## src/design/flash_host_cfg.svh

```systemverilog
/*
 Constants of the flash program/erase host: opcodes, register map, field
 positions and timing. Assumes a 10 MHz pclk and a flash in SPI mode 0.
*/
// Operation
// Quad program 32H, write enable first
// Device keeps last 256 bytes only
// Short program leaves other bytes unchanged
// Chip select rises on data byte boundary
// Device self-times program, flags busy
// Device refuses program in protected page
// Sector erase 20H, three address bytes
// Sector erase ends after last address byte
// Device self-times sector erase, flags busy
// Device refuses erase of protected sector
// Block erase 52H, three address bytes
// 32KB erase ends after address byte
// Device refuses protected 32KB block
// Block erase D8H, three address bytes
// 64KB erase ends after address byte
// Device refuses protected 64KB block
// Chip erase 60H or C7H, no address
// Chip erase ends after opcode byte
// Device self-times chip erase, flags busy
// Chip erase only unprotected protect setting
// Device ignores chip erase if protected
// Chip select low through whole sequence
// Device wraps program data within page
// Device ignores commands without write latch
// No new command while cycle runs
`ifndef FLASH_HOST_CFG_SVH
`define FLASH_HOST_CFG_SVH
// Flash opcodes
`define OPC_PROG 8'h32
`define OPC_SECT 8'h20
`define OPC_BLK32 8'h52
`define OPC_BLK64 8'hd8
`define OPC_CHIP60 8'h60
`define OPC_CHIPC7 8'hc7
`define OPC_WRITE_ENABLE_CMD 8'h06
`define OPC_RDSR 8'h05
`define WIP_BIT 0
// Register byte offsets
`define REG_CTRL 8'h00
`define REG_ADDR 8'h04
`define REG_LEN 8'h08
`define REG_DATA 8'h0c
`define REG_STAT 8'h10
// Fields
`define CTRL_START 8
`define STAT_BUSY 0
`define STAT_DONE 1
`define STAT_ERR 2
`define STAT_FS_LO 8
// Timing
`define PCLK_MHZ 10
`define SCLK_HALF 4'd4
`define CS_GAP_NS 100
`define CS_GAP_CYC ((`CS_GAP_NS * `PCLK_MHZ + 999) / 1000)
`endif

```

## src/design/flash_host_pkg.sv

```systemverilog
/*
 Types of the flash program/erase host.
 Assumes flash_host_cfg.svh is on the include path.
*/
`include "flash_host_cfg.svh"
package flash_host_pkg;
   typedef enum logic [2:0] {OP_PROG, OP_SECT, OP_BLK32, OP_BLK64, OP_CHIP60,
      OP_CHIPC7, OP_BAD6, OP_BAD7} flash_op_e;
   typedef enum logic [3:0] {ST_IDLE, ST_WRITE_ENABLE_CMD, ST_GAP, ST_OP, ST_ADDR, ST_DWAIT,
      ST_DATA, ST_POLL_OP, ST_POLL_RD} phase_e;
   typedef struct packed {
      phase_e ph;
      phase_e after;
      flash_op_e op;
      logic [23:0] addr;
      logic [8:0] len;
      logic [8:0] left;
      logic [1:0] abyte;
      logic [7:0] sh;
      logic [7:0] rx;
      logic [3:0] steps;
      logic xfer;
      logic quad;
      logic rd;
      logic cs_n;
      logic sclk;
      logic [7:0] gap;
      logic done;
      logic err;
      logic [7:0] fstat;
      logic s1;
      logic s2;
      logic [31:0] prd;
   } host_s;
   typedef struct packed {
      logic [3:0] cnt;
      logic tick;
   } div_s;
   function automatic logic [7:0] op_code(flash_op_e op);
      case (op)
         OP_PROG: op_code = `OPC_PROG;
         OP_SECT: op_code = `OPC_SECT;
         OP_BLK32: op_code = `OPC_BLK32;
         OP_BLK64: op_code = `OPC_BLK64;
         OP_CHIP60: op_code = `OPC_CHIP60;
         default: op_code = `OPC_CHIPC7;
      endcase
   endfunction
endpackage

```

## src/design/sclk_tick.sv

```systemverilog
/*
 Divider that gives a one-cycle enable every SCLK_HALF pclk cycles while
 run is high. Assumes run comes from logic on pclk.
*/
`include "flash_host_cfg.svh"
module sclk_tick (
   // Clock and reset
   input wire logic pclk,
   input wire logic presetn,
   // Control
   input wire logic run,
   output logic tick
);
   import flash_host_pkg::*;
   div_s q, n;
   always_comb begin
      n = q;
      n.tick = 1'b0;
      // Restart when idle so the first edge gets a full half period
      if (!run) begin
         n.cnt = 4'h0;
      end else if (q.cnt == `SCLK_HALF - 4'd1) begin
         n.cnt = 4'h0;
         n.tick = 1'b1;
      end else begin
         n.cnt = q.cnt + 4'd1;
      end
   end
   always_ff @(posedge pclk or negedge presetn) begin
      if (!presetn) begin
         q <= '0;
      end else begin
         q <= n;
      end
   end
   assign tick = q.tick;
endmodule

```

## src/design/flash_cmd_host.sv

```systemverilog
/*
 APB-controlled host that issues write enable, then quad page program, sector,
 block or chip erase to a serial NOR flash, and polls its busy flag.
 Assumes SPI mode 0, pull-ups on the io lines, and an APB master on pclk.
*/
`include "flash_host_cfg.svh"
module flash_cmd_host (
   // APB
   input wire logic pclk,
   input wire logic presetn,
   input wire logic psel,
   input wire logic penable,
   input wire logic pwrite,
   input wire logic [31:0] paddr,
   input wire logic [31:0] pwdata,
   output logic [31:0] prdata,
   output logic pready,
   output logic pslverr,
   // Flash pins
   output logic cs_n,
   output logic sclk,
   output logic [3:0] io_out,
   output logic [3:0] io_oe_n,
   input wire logic [3:0] io_in
);
   import flash_host_pkg::*;
   host_s q, n;
   logic tick;
   logic [7:0] off;
   logic acc;
   logic data_wr;
   logic start_wr;
   logic busy;
   logic chip_op;

   sclk_tick u_tick (
      .pclk(pclk),
      .presetn(presetn),
      .run(q.xfer),
      .tick(tick)
   );

   function automatic host_s load_byte(host_s s, logic [7:0] b, logic qd);
      host_s r;
      r = s;
      r.sh = b;
      r.steps = qd ? 4'd2 : 4'd8;
      r.quad = qd;
      r.xfer = 1'b1;
      r.cs_n = 1'b0;
      return r;
   endfunction

   assign off = paddr[7:0];
   assign busy = (q.ph != ST_IDLE);
   assign chip_op = (q.op == OP_CHIP60) || (q.op == OP_CHIPC7);
   assign data_wr = psel && penable && pwrite && (off == `REG_DATA);
   // Back-pressure: a data byte waits while the previous one shifts
   assign pready = !(data_wr && q.ph == ST_DATA);
   assign acc = psel && penable && pready;
   assign start_wr = acc && pwrite && (off == `REG_CTRL) && pwdata[`CTRL_START];

   always_comb begin
      n = q;
      n.s1 = io_in[1];
      n.s2 = q.s1;
      pslverr = 1'b0;
      if (psel && penable) begin
         case (off)
            `REG_CTRL, `REG_ADDR, `REG_LEN, `REG_STAT: pslverr = 1'b0;
            `REG_DATA: pslverr = !pwrite || !(q.ph == ST_DWAIT || q.ph == ST_DATA);
            default: pslverr = 1'b1;
         endcase
      end
      // Read data captured in the setup cycle
      if (psel && !penable) begin
         case (off)
            `REG_CTRL: n.prd = {29'h0, q.op};
            `REG_ADDR: n.prd = {8'h0, q.addr};
            `REG_LEN: n.prd = {23'h0, q.len};
            `REG_STAT: n.prd = {16'h0, q.fstat, 5'h0, q.err, q.done, busy};
            default: n.prd = 32'h0;
         endcase
      end
      if (acc && pwrite) begin
         case (off)
            `REG_ADDR: if (!busy) n.addr = pwdata[23:0];
            `REG_LEN: if (!busy) n.len = pwdata[8:0];
            `REG_STAT: begin
               if (pwdata[`STAT_DONE]) n.done = 1'b0;
               if (pwdata[`STAT_ERR]) n.err = 1'b0;
            end
            `REG_DATA: begin
               if (q.ph == ST_DWAIT) begin
                  n = load_byte(n, pwdata[7:0], 1'b1);
                  n.left = q.left - 9'd1;
                  n.ph = ST_DATA;
               end
            end
            default: ;
         endcase
      end
      if (start_wr) begin
         if (busy) begin
            n.err = 1'b1;
         end else if (pwdata[2:0] > 3'(OP_CHIPC7) ||
               (flash_op_e'(pwdata[2:0]) == OP_PROG && q.len == 9'h0)) begin
            n.err = 1'b1;
         end else begin
            n.op = flash_op_e'(pwdata[2:0]);
            n.left = q.len;
            n.rd = 1'b0;
            n = load_byte(n, `OPC_WRITE_ENABLE_CMD, 1'b0);
            n.ph = ST_WRITE_ENABLE_CMD;
         end
      end
      // Bit engine: rise to let the flash latch, fall to present the next bit
      if (q.xfer && tick) begin
         if (!q.sclk) begin
            n.sclk = 1'b1;
            n.rx = {q.rx[6:0], q.s2};
         end else begin
            n.sclk = 1'b0;
            n.sh = q.quad ? {q.sh[3:0], 4'h0} : {q.sh[6:0], 1'b0};
            n.steps = q.steps - 4'd1;
            if (q.steps == 4'd1) n.xfer = 1'b0;
         end
      end
      if (!q.xfer) begin
         case (q.ph)
            ST_IDLE: ;
            ST_WRITE_ENABLE_CMD: begin
               n.cs_n = 1'b1;
               n.gap = 8'(`CS_GAP_CYC);
               n.after = ST_OP;
               n.ph = ST_GAP;
            end
            ST_GAP: begin
               if (q.gap != 8'h0) begin
                  n.gap = q.gap - 8'h1;
               end else if (q.after == ST_OP) begin
                  n = load_byte(n, op_code(q.op), 1'b0);
                  n.ph = ST_OP;
               end else begin
                  n = load_byte(n, `OPC_RDSR, 1'b0);
                  n.ph = ST_POLL_OP;
               end
            end
            ST_OP: begin
               if (chip_op) begin
                  n.cs_n = 1'b1;
                  n.gap = 8'(`CS_GAP_CYC);
                  n.after = ST_POLL_OP;
                  n.ph = ST_GAP;
               end else begin
                  n = load_byte(n, q.addr[23:16], 1'b0);
                  n.addr = {q.addr[15:0], q.addr[23:16]};
                  n.abyte = 2'd2;
                  n.ph = ST_ADDR;
               end
            end
            ST_ADDR: begin
               if (q.abyte != 2'd0) begin
                  n = load_byte(n, q.addr[23:16], 1'b0);
                  n.addr = {q.addr[15:0], q.addr[23:16]};
                  n.abyte = q.abyte - 2'd1;
               end else if (q.op == OP_PROG) begin
                  n.ph = ST_DWAIT;
               end else begin
                  n.cs_n = 1'b1;
                  n.gap = 8'(`CS_GAP_CYC);
                  n.after = ST_POLL_OP;
                  n.ph = ST_GAP;
               end
            end
            ST_DWAIT: ;
            ST_DATA: begin
               if (q.left == 9'h0) begin
                  n.cs_n = 1'b1;
                  n.gap = 8'(`CS_GAP_CYC);
                  n.after = ST_POLL_OP;
                  n.ph = ST_GAP;
               end else begin
                  n.ph = ST_DWAIT;
               end
            end
            ST_POLL_OP: begin
               n = load_byte(n, 8'h00, 1'b0);
               n.rd = 1'b1;
               n.ph = ST_POLL_RD;
            end
            ST_POLL_RD: begin
               n.fstat = q.rx;
               // Status repeats while chip select stays low
               if (q.rx[`WIP_BIT]) begin
                  n = load_byte(n, 8'h00, 1'b0);
               end else begin
                  n.cs_n = 1'b1;
                  n.rd = 1'b0;
                  n.done = 1'b1;
                  n.ph = ST_IDLE;
               end
            end
            default: n.ph = ST_IDLE;
         endcase
      end
   end

   always_ff @(posedge pclk or negedge presetn) begin
      if (!presetn) begin
         q <= '0;
         q.cs_n <= 1'b1;
      end else begin
         q <= n;
      end
   end

   assign prdata = q.prd;
   assign cs_n = q.cs_n;
   assign sclk = q.sclk;
   // io2/io3 released outside quad data so pull-ups hold them high
   assign io_out = q.quad ? q.sh[7:4] : {3'h0, q.sh[7]};
   assign io_oe_n = (q.cs_n || q.rd) ? 4'hf : (q.quad ? 4'h0 : 4'he);
endmodule

```

## config.mk

```make
export PLATFORM = sky130hd
export DESIGN_NAME = flash_cmd_host
export DESIGN_NICKNAME = d
export VERILOG_FILES = /design/src/design/flash_host_pkg.sv /design/src/design/sclk_tick.sv /design/src/design/flash_cmd_host.sv
export VERILOG_INCLUDE_DIRS = /design/src /design/src/design
export SDC_FILE = /design/constraint.sdc
export NUM_CORES = 1
export LEC_CHECK = 0
export BUFFER_PORTS_ARGS = -buffer_cell sky130_fd_sc_hd__buf_4
export CORE_UTILIZATION = 53
export CTS_BUF_LIST = sky130_fd_sc_hd__clkbuf_8
export DETAILED_ROUTE_END_ITERATION = 7
export PLACE_DENSITY = 0.76
export SLEW_MARGIN = 20
export SYNTH_ARGS = -nofsm -noshare
export SYNTH_HDL_FRONTEND = slang
export SYNTH_SLANG_ARGS = --single-unit
```

## constraint.sdc

```tcl
create_clock -name pclk -period 2.7 [get_ports pclk]
set_input_delay 0.54 -clock pclk [delete_from_list [all_inputs] [get_ports pclk]]
set_output_delay 0.54 -clock pclk [all_outputs]
set_load 0.05 [all_outputs]
```

==> impl_metrics.json, run 1 <==
{
  "p_sw_share_pct": 23.21,
  "start_util_pct": 54.16,
  "routed_wirelength_mm": 16.39,
  "switchingPower_w": 0.0008844,
  "die_w_um": 115.3,
  "insertion_delay_ns": 0.45,
  "reg2reg_from": "q[83]",
  "clkPwrFrac_pct": 45.6,
  "drive_above_1_share_pct": 25.44,
  "clock_skew_ns": 0.01058,
  "yosysMostFrequentCell": "dfrtp_1",
  "io_pins": 117,
  "worstPathRequired_ns": 2.16,
  "final_util_pct": 62.44,
  "grt_pass1_wl_mm": 26.34,
  "synth-async-reset-ratio_pct": 100.0,
  "crit_arrival_ns": 2.01,
  "routabilityCongestion": 0.9042,
  "synth_common_cells": "dfrtp_1, nand2_1, o21ai_0, buf_4, mux2i_1",
  "cts_buffer_depth": 2,
  "dpl.hpwl_mm": 12.01,
  "clk_pin_slew_worst_paths_ns": 0.07,
  "internal_power_w": 0.002925,
  "timing.final.crit_share_pct": 94.49,
  "end_kind": "primary output",
  "antenna_cells": 0,
  "grt_pass1_vias": 5135,
  "slew-limit-headroom_pct": 58.78,
  "antenna_found_initial": 0,
  "synthCells": 681,
  "avgSynthCellArea_um2": 9.995,
  "ys_types": 73,
  "pwr-share-comb_pct": 4.2,
  "wl_per_cell_um": 17.83,
  "row_count": 41,
  "die_h_um": 115.3,
  "yosysTopAreaCell": "dfrtp_1",
  "yosysWarnings": 0,
  "nFillCells": 1051,
  "leakagePower_nw": 3.414,
  "drv_cap": 0,
  "power.density_nw_per_um2": 485.5,
  "numCtsBuffers": 17,
  "rsz0062_at_grt": "false",
  "yosys-top-cells-area": "dfrtp_1, mux2i_1, mux2_2",
  "numPortBuffers": 73,
  "grt_overflow": 0,
  "startpoint": "q[130]",
  "grt.total_usage_pct": 26.07,
  "hold_class": "primary input to asynchronous set/reset pin",
  "synth_edf_count": 0,
  "vdd_ir_drop_max_mv": 0.2958,
  "synth.ff_latch_count": 127,
  "outcome": "completed",
  "worstMarginPinSlew_ns": 0.6182,
  "drv_slew": 0,
  "via_per_inst": 5.874,
  "die-area_um2": 13300,
  "layout.nets": 812,
  "seqPwrFrac_pct": 50.2,
  "startpoint_type": "register",
  "drc": 0,
  "drt_pass1_iterations": 7,
  "cts_tree": "done",
  "cts.sinks": 127,
  "grt_start_max_net_pins": 46,
  "setup-tns-final_ns": 0,
  "synth_seq_area_share_pct": 46.71,
  "fin_crit_ns": 2.551,
  "path_max_fanout": 13,
  "synth.top_cell.area_share_pct": 46.32,
  "synth_ff_type": "dfrtp_1",
  "setup-violations-final": 0,
  "timing.fmax_mhz": 392.0,
  "htree_levels": 4,
  "root_buffer": "clkbuf_8",
  "coreArea_um2": 12570,
  "hold_viol": 0,
  "area_delta_synth_final_pct": 15.29,
  "dr.first_iter.drc_count": 432,
  "synth_area_um2": 6807,
  "vias": 5398,
  "ant_nets": 0,
  "path_class": "register to primary output"
}
[worst paths after layout]
| kind | cells after the start | slack (ns) | to |
|---|---|---|---|
| setup reg to reg | 5 | 0.17 | q[130] |
| setup / recovery | 4 | 0.15 | pslverr |
| hold reg to reg | 0 | 0.36 | q[32] |
| max in group asynchronous | 2 | 1.87 | q[118] |
| hold / removal | 1 | 0.09 | q[82] |
| min in group pclk | 1 | 0.19 | q[33] |
[flip-flops by register name, summed over array words and instances, names as in the netlist]
signal	count
prdata	24
q	96
cs_n	1
u_tick.tick	1
u_tick.q	4
sclk	1
[metrics by stage]
step                      setup WS, ns  total power (W)  cells  hold slack, ns  area [um2]
after floorplan                 0.1902         0.002012    688          0.2444        6838
after global placement          0.2015         0.002108    887          0.3322        7426
after detailed placement        0.1615         0.002111    887          0.3451        7426
after CTS                      0.09591         0.003839    919         0.09314        7846
after global routing           0.05194         0.003931    919          0.1230        7848
final                           0.1487         0.003810    919         0.09369        7848
[power groups by stage]
stage | Clock (W) | Combinational, W | Sequential (W)
2_1_floorplan | 0 | 0.0000635 | 0.00195
3_3_place_gp | 0 | 0.000159 | 0.00195
3_5_place_dp | 0 | 0.000162 | 0.00195
4_1_cts | 0.00176 | 0.000162 | 0.00191
5_1_grt | 0.00184 | 0.000175 | 0.00191
6_report | 0.00174 | 0.000160 | 0.00191
[kinds of logic (layout without fill, tap and decap cells)]
kind of cell    Yosys count  count (layout)  share of synthesized area (%)
compound gates          158             158                          14.84
xor+xnor                 11              11                          1.415
fa+ha+maj                 7               7                          1.213
buf+inv                  93             152                          7.647
flops                   127             127                          46.71
mux                      69              69                          10.77
other cells               1               8                        0.05509
simple gates            215             215                          17.35
[repair_timing]
action,4_1_cts,5_1_grt
hold buffers,0,0
hold endpoints to repair,0,0
setup endpoints to repair,0,1
gates resized for setup,0,1
setup buffers,0,0
[layer usage]
| metal | vias to the layer above | global-route usage (%) | routed length [um] |
|---|---|---|---|
| met4 | 0 | 10.22 | 337 |
| met2 | 171 | 41.08 | 7895 |
| met3 | 23 | 5.482 | 856 |
| met5 | - | 0 | 0 |
| met1 | 2681 | 35.28 | 7296 |
| li1 | 2523 | - | - |
[placed cells by master (no fill, tap or decap), types with 5 or more instances in the layout]
cell type  netlist  layout
ha_1             5       5
nor4_1           8       8
inv_1           14      15
mux2i_1         35      35
nor2_1          25      25
clkbuf_8         0      19
nand2b_1         8       8
xor2_1          10      10
or2_2            5       5
or3_1            7       7
and2_1           9       9
o31ai_1          5       5
conb_1           1       8
mux2_2          30      30
nor3b_1          6       6
o21ai_0         67      67
nand2_1         78      78
nor3_1           7       6
a21oi_1         27      26
and3_1           5       5
nor2b_1          5       5
dfrtp_1        126     125
a22oi_1         12      12
nand3_1         20      20
buf_4           37     102
nand4_1          5       5
[worst max-delay path, stage by stage, from the launching register on]
cell and delay (ns):
dfrtp_1 0.66, nand4_1 0.28, a211oi_1 0.36, nor3_2 0.06, buf_4 0.19
[layout make-up]
class	instances	area, um2	area share, %
timing repair buffer	105	825.8	10.52
inverter	15	56.30	0.7175
tap	172	215.2	2.742
sequential	127	3181	40.53
multi-input combinational	468	3149	40.13
clock inverter	13	158.9	2.025
clock buffer	19	261.5	3.332
(Power assumes the default switching activity.)
==> inputs of run 2 (changes only) <==
- SYNTH_HIERARCHICAL: default -> 1
==> run 2 against run 1 <==
Compared with the run above:
- fmax hardly changed
- sequential share of layout area is 0.094 points higher
- largest power group unchanged
- via count is 4.0% higher
- first-iteration DRC count is 22% higher
- area after synthesis is 0.28% lower
==> impl_metrics.json, run 2 <==
{
  "grt.total_usage_pct": 28.28,
  "drv_cap": 0,
  "crit_arrival_ns": 2.83,
  "top_register": "q",
  "post_cts_resized": 0,
  "clk_pin_slew_worst_paths_ns": 0.07,
  "ant_nets": 0,
  "drc": 0,
  "setup-tns-final_ns": 0,
  "slew-limit-headroom_pct": 51.31,
  "final_cell_mix": "dfrtp_1, buf_4, nand2_1",
  "area_delta_synth_final_pct": 15.30,
  "hold_class": "primary input to asynchronous set/reset pin",
  "cpPeakStageDelay_ns": 0.54,
  "routed_wirelength_mm": 17.20,
  "wl_met2_mm": 8.114,
  "timing.fmax_mhz": 392.1,
  "htree_levels": 4,
  "fin_crit_ns": 2.551,
  "yosysTopAreaCell": "dfrtp_1",
  "grt_pass1_wl_mm": 28.37,
  "timing.final.crit_share_pct": 94.46,
  "yosysWarnings": 6,
  "cts.sinks": 127,
  "drt_pass1_iterations": 5,
  "vias": 5614,
  "insertion_delay_ns": 0.45,
  "grt_overflow": 0,
  "synth_ff_type": "dfrtp_1",
  "leakagePower_nw": 3.441,
  "rsz0062_at_grt": "true",
  "synth_area_um2": 6788,
  "die_w_um": 115.2,
  "dpl.hpwl_mm": 12.64,
  "end_kind": "register",
  "crit_slowest_cell": "nor4_1",
  "nFillCells": 1033,
  "startpoint_type": "register",
  "power.density_nw_per_um2": 460.9,
  "via_per_inst": 5.953,
  "die-area_um2": 13260,
  "worstPathRequired_ns": 2.98,
  "routabilityCongestion": 0.9079,
  "synthCells": 703,
  "largest_register_ffs": 96,
  "hold_ws_ns": 0.08089,
  "crit_chain": "buf_4 -> nor4_1 -> o311ai_1 -> or2_1 -> o211ai_1 -> o221ai_1",
  "root_buffer": "clkbuf_8",
  "reg2reg_from": "q[128]",
  "path_max_fanout": 15,
  "reg2regPathDepth": 6,
  "synth.ff_latch_count": 127,
  "layout.nets": 840,
  "timing.rr.end": "q[76]",
  "total_power_w": 0.003607,
  "drt-met1-wl_mm": 7.525,
  "ys_types": 67,
  "path_class": "register to register",
  "io_pins": 117,
  "synth_edf_count": 0,
  "outcome": "completed",
  "met3_length_mm": 1.092,
  "setup-violations-final": 0,
  "start_util_pct": 55.36,
  "avgSynthCellArea_um2": 9.655,
  "antenna_found_initial": 0,
  "row_count": 40,
  "numCtsBuffers": 17,
  "dpl-instance-area_um2": 7447,
  "hold_viol": 0,
  "drive_above_1_share_pct": 23.35,
  "grt_pass1_vias": 5486,
  "final_util_pct": 63.83,
  "vdd_ir_drop_max_mv": 0.3305,
  "top_layer": "met4",
  "wl_per_cell_um": 18.24,
  "yosys-top-cells-area": "dfrtp_1, o21ai_0, mux2i_1",
  "ctsHoldBuffers": 0,
  "worstMarginPinSlew_ns": 0.7205,
  "numPortBuffers": 73,
  "final_common_cell": "dfrtp_1",
  "synth_common_cells": "dfrtp_1, nand2_1, o21ai_0, mux2i_1, buf_4",
  "post-cts-setup-buffers": 0,
  "synth.top_cell.area_share_pct": 46.45,
  "r2r_setup_slack_ns": 0.15,
  "fin_area_um2": 7826,
  "synth_seq_area_share_pct": 46.84,
  "coreArea_um2": 12260,
  "clock_skew_ns": 0.01240,
  "drv_slew": 0,
  "cts_buffer_depth": 2,
  "yosysMostFrequentCell": "dfrtp_1",
  "grt_start_max_net_pins": 63,
  "dr.first_iter.drc_count": 528,
  "startpoint": "q[128]",
  "cts_tree": "done",
  "antenna_cells": 0,
  "die_h_um": 115.2,
  "synth-async-reset-ratio_pct": 100.0
}
==> run 2: changes by cell type in the layout (fill, tap and decap cells not counted), sizes merged, moves of 4 or more <==
cell	change
nand2	+14
o21ai	+10
nor2	+9
mux2	-7
inv	+5
nand3	-5
xor2	-5
a32o	+4
o31ai	-4
or4	+4
==> run 2: report_power, final <==
part | total [W] | internal (W) | switching, W
Sequential | 0.00191 | 0.00191 | 0.00000483
Clock | 0.00153 | 0.000747 | 0.000780
Combinational | 0.000167 | 0.0000564 | 0.000111
Total | 0.00361 | 0.00271 | 0.000896
==> run 2: layer usage <==
layer / track usage [%] / vias up
met2: 45.30 / 234
met1: 37.82 / 2741
met5: 0 / -
li1: - / 2602
met3: 5.061 / 37
met4: 12.47 / 0
==> run 2: cell families (layout without fill, tap and decap cells) <==
kind of cell    Yosys count  count (layout)  synth area share (%)
mux                      65              65                 10.08
simple gates            241             241                 18.40
other cells               1               8               0.05525
flops                   127             127                 46.84
xor+xnor                  9               9                 1.161
buf+inv                  91             156                 7.373
compound gates          163             163                 15.02
fa+ha+maj                 6               6                 1.069
==> run 2: per-stage QoR <==
stage	setup WS [ns]	std cells
2_1_floorplan	0.2444	710
3_3_place_gp	0.1642	911
3_5_place_dp	0.08961	911
4_1_cts	0.1419	943
5_1_grt	-0.03974	943
6_report	0.1495	943
==> run 2: final cells by class <==
class	count	area, um2	share of cell area, %
Clock buffer	18	247.7	3.165
Clock inverter	14	120.1	1.535
Inverter	18	67.56	0.8633
Multi-Input combinational cell	492	3168	40.48
Sequential cell	127	3179	40.62
Tap cell	168	210.2	2.686
Timing Repair Buffer	106	833.3	10.65
==> run 2: worst max-delay path by stage <==
stage                 end  slack (ns)  depth (start not counted)
floorplan           q[88]        0.24                          5
global placement    q[91]        0.16                          6
detailed placement  q[73]        0.09                          6
CTS                 q[48]        0.14                          7
global route        q[97]       -0.04                          6
finish              q[76]        0.15                          6
==> run 2: worst max-delay path, delay by kind of cell, from the launching register on <==
kind	cells	cell delay, ns
AND/OR/NAND/NOR	2	0.93
AO/OA/AOI/OAI	3	0.86
flip-flops	1	0.41
buffers and inverters	1	0.19
